### src/pkg/arig_pkg.sv
// Package: register map, field layout and carrier types for the routing block
package arig_pkg;

   // ----------------------------------------------------------------
   // Register offsets (printed offsets are indices; byte addr = 4*idx)
   // ----------------------------------------------------------------
   localparam logic [7:0] IDX_RESERVED  = 8'h00;
   localparam logic [7:0] IDX_CAP2_SEL  = 8'h01;
   localparam logic [7:0] IDX_CAP3_SEL  = 8'h02;
   localparam logic [7:0] IDX_G1_LVL    = 8'h03;
   localparam logic [7:0] IDX_G2_LVL    = 8'h04;
   localparam logic [7:0] IDX_G3_LVL    = 8'h05;
   localparam logic [7:0] IDX_G1_CMS    = 8'h06;
   localparam logic [7:0] IDX_G2_CMS    = 8'h07;
   localparam logic [7:0] IDX_G3_CMS    = 8'h08;
   localparam logic [7:0] IDX_G1_SW     = 8'h09;
   localparam logic [7:0] IDX_ROUTE_CTL = 8'h20;
   localparam logic [7:0] IDX_G4_LVL    = 8'h25;
   localparam logic [7:0] IDX_G4_CMS    = 8'h26;
   localparam logic [7:0] IDX_G4_SW     = 8'h27;

   // ----------------------------------------------------------------
   // Field layout and reset values
   // ----------------------------------------------------------------
   localparam logic [7:0] G4_CHAN_MASK  = 8'hC3;
   localparam logic [7:0] CAP_SRC_MASK  = 8'h1F;
   localparam int         ACQ_HW_BIT    = 2;
   localparam int         GCFG_LO_BIT   = 6;
   localparam int         GCFG_HI_BIT   = 7;
   localparam logic [7:0] RST_ZERO      = 8'h00;
   localparam logic [7:0] RST_SW_G1     = 8'h00;

   // Pin owner selection per group-4 channel
   typedef enum logic [1:0] {
      ARIG_OWN_PORT,
      ARIG_OWN_LOW,
      ARIG_OWN_GROUP,
      ARIG_OWN_TIMER
   } arig_owner_t;

   // Per-channel drive bundle toward the pad logic
   typedef struct packed {
      logic [3:0] switch_closed;
      logic [3:0] port_blocked;
      logic [3:0] force_low;
      logic [3:0] from_group;
      logic [3:0] from_timer;
   } arig_pad_ctl_t;

endpackage

### src/hdl/arig_sync2.sv
// Two-flop synchroniser for a bus of pin levels
module arig_sync2 #(
   parameter int WIDTH = 8
) (
   // Clock and reset
   input  wire logic             pclk,
   input  wire logic             presetn,
   // Data
   input  wire logic [WIDTH-1:0] async_in,
   output logic      [WIDTH-1:0] sync_out
);

   logic [WIDTH-1:0] meta_r;

   // First stage feeds only the second stage
   always_ff @(posedge pclk or negedge presetn) begin
      if (!presetn) begin
         meta_r   <= '0;
         sync_out <= '0;
      end else begin
         meta_r   <= async_in;
         sync_out <= meta_r;
      end
   end

endmodule

### src/hdl/arig_ctrl.sv
// APB register file and group-4 pin routing control
// ----------------------------------------------------------------
// ----------------------------------------------------------------
module arig_ctrl (
   // Clock and reset
   input  wire logic        pclk,
   input  wire logic        presetn,
   // APB slave
   input  wire logic        psel,
   input  wire logic        penable,
   input  wire logic        pwrite,
   input  wire logic [11:0] paddr,
   input  wire logic [31:0] pwdata,
   input  wire logic [3:0]  pstrb,
   output logic      [31:0] prdata,
   output logic             pready,
   output logic             pslverr,
   // Pin levels, groups 1 to 4 (asynchronous)
   input  wire logic [7:0]  grp1_pin_level,
   input  wire logic [7:0]  grp2_pin_level,
   input  wire logic [7:0]  grp3_pin_level,
   input  wire logic [7:0]  grp4_pin_level,
   // Group config bits 7:6 of the group register, outside this block
   input  wire logic [1:0]  group_config_bits,
   // Pad control, group 4 channels in order bits 7,6,1,0
   output arig_pkg::arig_pad_ctl_t pad_ctl,
   // Group 1 switch and control selects for the other pad logic
   output logic      [7:0]  grp1_switch,
   output logic      [7:0]  grp1_protect,
   output logic      [7:0]  grp2_protect,
   output logic      [7:0]  grp3_protect,
   output logic      [4:0]  capture2_source_field,
   output logic      [4:0]  capture3_source_field
);

   // ----------------------------------------------------------------
   // Storage
   // ----------------------------------------------------------------
   logic [7:0] cap2_r;
   logic [7:0] cap3_r;
   logic [7:0] g1_cms_r;
   logic [7:0] g2_cms_r;
   logic [7:0] g3_cms_r;
   logic [7:0] g1_sw_r;
   logic [7:0] g4_cms_r;
   logic [7:0] g4_sw_r;
   logic [7:0] route_ctl_r;
   logic [7:0] lvl1_s;
   logic [7:0] lvl2_s;
   logic [7:0] lvl3_s;
   logic [7:0] lvl4_s;
   logic [7:0] rd_nxt;
   logic       hit_nxt;
   logic       wr_en;
   logic       access;
   logic [7:0] idx;
   logic [7:0] wbyte;
   logic       wr_ok;
   logic       ro_idx;
   arig_pkg::arig_pad_ctl_t pad_nxt;

   assign access = psel && penable;
   assign wr_en  = access && pwrite && pstrb[0];
   assign idx    = paddr[9:2];
   assign wbyte  = pwdata[7:0];
   assign wr_ok  = wr_en && paddr[11:10] == 2'b00 && paddr[1:0] == 2'b00;
   assign ro_idx = (idx == arig_pkg::IDX_G1_LVL) ||
                   (idx == arig_pkg::IDX_G2_LVL) ||
                   (idx == arig_pkg::IDX_G3_LVL) ||
                   (idx == arig_pkg::IDX_G4_LVL);

   // ----------------------------------------------------------------
   // Pin level synchronisers
   // ----------------------------------------------------------------
   arig_sync2 #(.WIDTH(32)) u_sync (
      .pclk     (pclk),
      .presetn  (presetn),
      .async_in ({grp4_pin_level, grp3_pin_level,
                  grp2_pin_level, grp1_pin_level}),
      .sync_out ({lvl4_s, lvl3_s, lvl2_s, lvl1_s})
   );

   // ----------------------------------------------------------------
   // Register writes, one process per register
   // ----------------------------------------------------------------
   // Capture selects keep five bits
   always_ff @(posedge pclk or negedge presetn) begin
      if (!presetn) begin
         cap2_r <= arig_pkg::RST_ZERO;
      end else if (wr_ok && idx == arig_pkg::IDX_CAP2_SEL) begin
         cap2_r <= wbyte & arig_pkg::CAP_SRC_MASK;
      end
   end

   always_ff @(posedge pclk or negedge presetn) begin
      if (!presetn) begin
         cap3_r <= arig_pkg::RST_ZERO;
      end else if (wr_ok && idx == arig_pkg::IDX_CAP3_SEL) begin
         cap3_r <= wbyte & arig_pkg::CAP_SRC_MASK;
      end
   end

   always_ff @(posedge pclk or negedge presetn) begin
      if (!presetn) begin
         g1_cms_r <= arig_pkg::RST_ZERO;
      end else if (wr_ok && idx == arig_pkg::IDX_G1_CMS) begin
         g1_cms_r <= wbyte;
      end
   end

   always_ff @(posedge pclk or negedge presetn) begin
      if (!presetn) begin
         g2_cms_r <= arig_pkg::RST_ZERO;
      end else if (wr_ok && idx == arig_pkg::IDX_G2_CMS) begin
         g2_cms_r <= wbyte;
      end
   end

   always_ff @(posedge pclk or negedge presetn) begin
      if (!presetn) begin
         g3_cms_r <= arig_pkg::RST_ZERO;
      end else if (wr_ok && idx == arig_pkg::IDX_G3_CMS) begin
         g3_cms_r <= wbyte;
      end
   end

   always_ff @(posedge pclk or negedge presetn) begin
      if (!presetn) begin
         g1_sw_r <= arig_pkg::RST_SW_G1;
      end else if (wr_ok && idx == arig_pkg::IDX_G1_SW) begin
         g1_sw_r <= wbyte;
      end
   end

   // Reserved bits 5:2 of the group-4 registers stay zero
   always_ff @(posedge pclk or negedge presetn) begin
      if (!presetn) begin
         g4_cms_r <= arig_pkg::RST_ZERO;
      end else if (wr_ok && idx == arig_pkg::IDX_G4_CMS) begin
         g4_cms_r <= wbyte & arig_pkg::G4_CHAN_MASK;
      end
   end

   always_ff @(posedge pclk or negedge presetn) begin
      if (!presetn) begin
         g4_sw_r <= arig_pkg::RST_ZERO;
      end else if (wr_ok && idx == arig_pkg::IDX_G4_SW) begin
         g4_sw_r <= wbyte & arig_pkg::G4_CHAN_MASK;
      end
   end

   // Only the acquisition-mode bit is kept; the rest reads zero
   always_ff @(posedge pclk or negedge presetn) begin
      if (!presetn) begin
         route_ctl_r <= arig_pkg::RST_ZERO;
      end else if (wr_ok && idx == arig_pkg::IDX_ROUTE_CTL) begin
         route_ctl_r <= {5'h00, wbyte[arig_pkg::ACQ_HW_BIT], 2'h0};
      end
   end

   // ----------------------------------------------------------------
   // Read decode
   // ----------------------------------------------------------------
   always_comb begin
      rd_nxt  = 8'h00;
      hit_nxt = 1'b1;
      if (paddr[11:10] != 2'b00 || paddr[1:0] != 2'b00) begin
         hit_nxt = 1'b0;
      end else begin
         case (idx)
            arig_pkg::IDX_RESERVED:  rd_nxt = 8'h00;
            arig_pkg::IDX_CAP2_SEL:  rd_nxt = cap2_r;
            arig_pkg::IDX_CAP3_SEL:  rd_nxt = cap3_r;
            arig_pkg::IDX_G1_LVL:    rd_nxt = lvl1_s;
            arig_pkg::IDX_G2_LVL:    rd_nxt = lvl2_s;
            arig_pkg::IDX_G3_LVL:    rd_nxt = lvl3_s;
            arig_pkg::IDX_G1_CMS:    rd_nxt = g1_cms_r;
            arig_pkg::IDX_G2_CMS:    rd_nxt = g2_cms_r;
            arig_pkg::IDX_G3_CMS:    rd_nxt = g3_cms_r;
            arig_pkg::IDX_G1_SW:     rd_nxt = g1_sw_r;
            arig_pkg::IDX_ROUTE_CTL: rd_nxt = route_ctl_r;
            arig_pkg::IDX_G4_LVL:    begin
               rd_nxt = lvl4_s & arig_pkg::G4_CHAN_MASK;
            end
            arig_pkg::IDX_G4_CMS:    rd_nxt = g4_cms_r;
            arig_pkg::IDX_G4_SW:     rd_nxt = g4_sw_r;
            default:                 hit_nxt = 1'b0;
         endcase
      end
   end

   // ----------------------------------------------------------------
   // APB answer: no wait state, data registered in the setup cycle
   // ----------------------------------------------------------------
   always_ff @(posedge pclk or negedge presetn) begin
      if (!presetn) begin
         prdata <= 32'h0000_0000;
      end else if (psel && !penable) begin
         prdata <= pwrite ? 32'h0000_0000 : {24'h00_0000, rd_nxt};
      end
   end

   // Ready is a one-cycle pulse in the access phase
   always_ff @(posedge pclk or negedge presetn) begin
      if (!presetn) begin
         pready <= 1'b0;
      end else begin
         pready <= psel && !penable;
      end
   end

   // Writes to read-only levels are also flagged
   always_ff @(posedge pclk or negedge presetn) begin
      if (!presetn) begin
         pslverr <= 1'b0;
      end else if (psel && !penable) begin
         pslverr <= !hit_nxt || (pwrite && ro_idx);
      end else begin
         pslverr <= 1'b0;
      end
   end

   // ----------------------------------------------------------------
   // Group-4 pin ownership
   // ----------------------------------------------------------------
   function automatic arig_pkg::arig_owner_t owner_of(
      input logic prot, input logic sw, input logic hw);
      if (!prot) begin
         owner_of = arig_pkg::ARIG_OWN_PORT;
      end else if (!sw) begin
         owner_of = arig_pkg::ARIG_OWN_LOW;
      end else if (hw) begin
         owner_of = arig_pkg::ARIG_OWN_TIMER;
      end else begin
         owner_of = arig_pkg::ARIG_OWN_GROUP;
      end
   endfunction

   always_comb begin
      logic [3:0] prot;
      logic [3:0] sw;
      logic       hw;
      arig_pkg::arig_owner_t own;
      prot    = {g4_cms_r[7:6], g4_cms_r[1:0]};
      sw      = {g4_sw_r[7:6], g4_sw_r[1:0]};
      hw      = route_ctl_r[arig_pkg::ACQ_HW_BIT];
      own     = arig_pkg::ARIG_OWN_PORT;
      pad_nxt = '0;
      for (int i = 0; i < 4; i++) begin
         own = owner_of(prot[i], sw[i], hw);
         pad_nxt.port_blocked[i]  = prot[i];
         // Switch closed only in normal mode; ADC may still close it
         pad_nxt.switch_closed[i] = !prot[i] && sw[i];
         pad_nxt.force_low[i]     = own == arig_pkg::ARIG_OWN_LOW;
         pad_nxt.from_group[i]    = own == arig_pkg::ARIG_OWN_GROUP;
         pad_nxt.from_timer[i]    = own == arig_pkg::ARIG_OWN_TIMER;
      end
   end

   // ----------------------------------------------------------------
   // Registered outputs
   // ----------------------------------------------------------------
   always_ff @(posedge pclk or negedge presetn) begin
      if (!presetn) begin
         pad_ctl <= '0;
      end else begin
         pad_ctl <= pad_nxt;
      end
   end

   // Plain copies for the pad logic of groups 1 to 3
   always_ff @(posedge pclk or negedge presetn) begin
      if (!presetn) begin
         grp1_switch           <= 8'h00;
         grp1_protect          <= 8'h00;
         grp2_protect          <= 8'h00;
         grp3_protect          <= 8'h00;
         capture2_source_field <= 5'h00;
         capture3_source_field <= 5'h00;
      end else begin
         grp1_switch           <= g1_sw_r;
         grp1_protect          <= g1_cms_r;
         grp2_protect          <= g2_cms_r;
         grp3_protect          <= g3_cms_r;
         capture2_source_field <= cap2_r[4:0];
         capture3_source_field <= cap3_r[4:0];
      end
   end

   // Group config bits are consumed by the pad logic with from_group
   logic unused_gcfg;
   assign unused_gcfg = ^group_config_bits;

endmodule

### config.mk
export PLATFORM = sky130hd
export DESIGN_NAME = arig_ctrl
export DESIGN_NICKNAME = d
export VERILOG_FILES = /design/src/pkg/arig_pkg.sv /design/src/hdl/arig_sync2.sv /design/src/hdl/arig_ctrl.sv
export SDC_FILE = /design/constraint.sdc
export NUM_CORES = 1
export LEC_CHECK = 0
export ABC_CLOCK_PERIOD_IN_PS = 1900
export BUFFER_PORTS_ARGS = -buffer_cell sky130_fd_sc_hd__buf_2
export CAP_MARGIN = 20
export CORE_MARGIN = 1
export CORE_UTILIZATION = 54
export CTS_BUF_LIST = sky130_fd_sc_hd__clkbuf_2 sky130_fd_sc_hd__clkbuf_4 sky130_fd_sc_hd__clkbuf_8
export DETAILED_ROUTE_END_ITERATION = 10
export GPL_ROUTABILITY_DRIVEN = 0
export MAX_ROUTING_LAYER = met4
export PLACE_DENSITY = 0.82
export SYNTH_ARGS = -nofsm -noshare
export SYNTH_HDL_FRONTEND = slang
export SYNTH_HIERARCHICAL = 1
export SYNTH_SLANG_ARGS = --single-unit
export TNS_END_PERCENT = 100
### constraint.sdc
create_clock -name pclk -period 1.9 [get_ports pclk]
set_clock_uncertainty 0.1 [all_clocks]
set_input_delay 0.38 -clock pclk [delete_from_list [all_inputs] [get_ports pclk]]
set_output_delay 0.38 -clock pclk [all_outputs]
set_load 0.05 [all_outputs]
==> metrics <==
run status complete, but fails checks; failing checks DRC; flop-to-flop setup slack 0.26 ns; Die X 112 microns; Core Area 0.0116 sq mm; max incr delay on CP 0.53 ns; fmax 0.528 GHz; DIE AREA 0.0126 sq mm; Worst Setup SP paddr[11]; vias in the first global route 4697; Post-Place Cells 763; clock root buffer clkbuf_8; CTS clk-pin slew, worst paths 0.10 ns; P_leak 4.49 nW; Worst VDD drop 0.534 mV; Non-Filler Instances 824; Max Slew Vio Count 0; crit end category flop; gr busiest metal met2; Starting DRT DRC Count 393; port bufs 125; H-tree depth 4; Mapped Cells 450; postcts setup bufs 0; Max clock buf depth 2; unrepaired setup endpoints after global routing yes; global-route wire length before repair 24.5 mm; Hold Fails Final Rpt 0; slowest CP cell or4_4; PD cells 833 mW/mm^2; clock power share 37.2%; met3 usage in global routing 6.43%; Final Power 7.08 mW; NumNets Final 755; total CTS buffers 17; FF-to-FF End prdata[1]$_DFFE_PN0P_; end of the critical path prdata[4]$_DFFE_PN0P_; WL/cell 18.6 microns; Initial Utilization 56.3%; Mapped Area 0.00654 sq mm; logic gate share of total power 7.9%; critical path fanouts, max 3; met1 usage 34.2%; crit path launch type primary input; Post-Syn Area per Cell 14.5 sq um; vias per cell 5.45; Crit Path Class primary input to flop; DRT antenna net count 0; GRT Util Overall 26.9%; WL final 15.3 mm; GRT overflow 0; DR pass1 iterations 7; Critical Path, Cell by Cell buf_6 > or4_4 > or4_4 > buf_6 > a211oi_4 > buf_6 > a21oi_2 > a31oi_1; Reg power frac 54.9%; final routed DRC violation total 11; clock insertion delay at the later pin of the skew report 0.46 ns; most used cell, CP buf_6; sw frac 25.0%; initial antenna violation count 0; Area Overhead vs Synth 29.9%; CTS tree yes; total negative slack 0 ns; period utilization 99.7%; final setup fails 0; pin count of the biggest net entering global routing 56; Final Core Density 73.2%; maxcap violations 0; Reg2Reg Depth 5; Rows 39; GR Util met2 41.9%; R2R Path Start cap3_r[1]$_DFFE_PN0P_; Die Ht 112 microns; Crit path required time 2.18 ns; WP data arrival 2.17 ns; post-route minimum period 1.89 ns; total net switching power 1.77 mW; Hold Crit Class primary input to flop; Detailed Place HPWL 10.8 mm; Sink Count 179; # IOs 183; Internal 5.31 mW; share of cells above drive strength 1 43.3%; number of diodes 0; vias 4487; yosys warns 6
placed cells by master (no fill, tap or decap), types with 13 or more instances in the layout:
cell type	count
dlygate4sd3_1	29
mux2_2	45
buf_2	123
conb_1	24
dfrtp_1	179
nor2_1	15
buf_4	60
nor2b_1	13
mux2i_1	17
clkbuf_8	18
metrics by stage:
step | hold slack (ns) | instance area [sq um] | setup slack, ns
finish | 0.120 | 8500 | 0.00590
global route | 0.117 | 8500 | -0.0160
CTS | 0.0931 | 8450 | 0.00835
global placement | 0.201 | 7750 | -0.495
detailed placement | 0.210 | 7750 | -0.514
floorplan | -0.0156 | 6710 | -0.423
power by group through the flow:
stage,combinational [mW],clock (mW),sequential [mW]
2_1_floorplan,0.271,0,3.97
3_3_place_gp,0.490,0,3.96
3_5_place_dp,0.502,0,3.97
4_1_cts,0.550,2.68,3.89
5_1_grt,0.601,2.84,3.90
6_report,0.557,2.64,3.89
worst max-delay path: cells and delay by family:
kind	cells	cell delay, ns
simple gates	2	0.99
compound gates	3	0.41
buf+inv	3	0.39
sequential cells by signal (all words and copies together) (netlist names), 5 cells and up:
register / cells
u_sync/meta_r: 28
u_sync/sync_out: 28
pad_ctl: 20
g1_cms_r: 8
g1_sw_r: 8
g2_cms_r: 8
g3_cms_r: 8
grp1_protect: 8
grp1_switch: 8
grp2_protect: 8
grp3_protect: 8
prdata: 8
cap2_r: 5
cap3_r: 5
capture2_source_field: 5
capture3_source_field: 5
repair_timing:
| item | in CTS | in global routing |
|---|---|---|
| endpoints found under the setup margin | 5 | 17 |
| gates resized for setup | 1 | 12 |
| pin swaps | 1 | 1 |
| hold buffers | 29 | 0 |
| endpoints found under the hold margin | 63 | 0 |
layer usage:
layer  wire (microns)  vias up
li1                 -     1984
met5                0        -
met3             1100       48
met2             7580      220
met1             6190     2235
met4              482        0
final cells by class:
| cell class | count | area (sq um) |
|---|---|---|
| flip-flops and latches | 179 | 4480 |
| clock buffers | 19 | 255 |
| fillers | 734 | 3120 |
| multi-input cells | 246 | 1960 |
| clock inverters | 13 | 150 |
| inverters | 4 | 15.0 |
| repair buffers | 220 | 1460 |
| well taps | 143 | 179 |
worst min-delay path by stage:
stage / start / to / slack, ns / cells after the start
after floorplan: presetn / cap2_r[0]$_DFFE_PN0P_ / -0.02 / 0
after global placement: presetn / pad_ctl[11]$_DFF_PN0_ / 0.20 / 1
after detailed placement: presetn / pad_ctl[7]$_DFF_PN0_ / 0.21 / 1
after CTS: pwdata[5] / g3_cms_r[5]$_DFFE_PN0P_ / 0.09 / 2
after global routing: pwdata[5] / g2_cms_r[5]$_DFFE_PN0P_ / 0.12 / 2
final: pwdata[5] / g1_sw_r[5]$_DFFE_PN0P_ / 0.12 / 2
(Power assumes the default switching activity.)
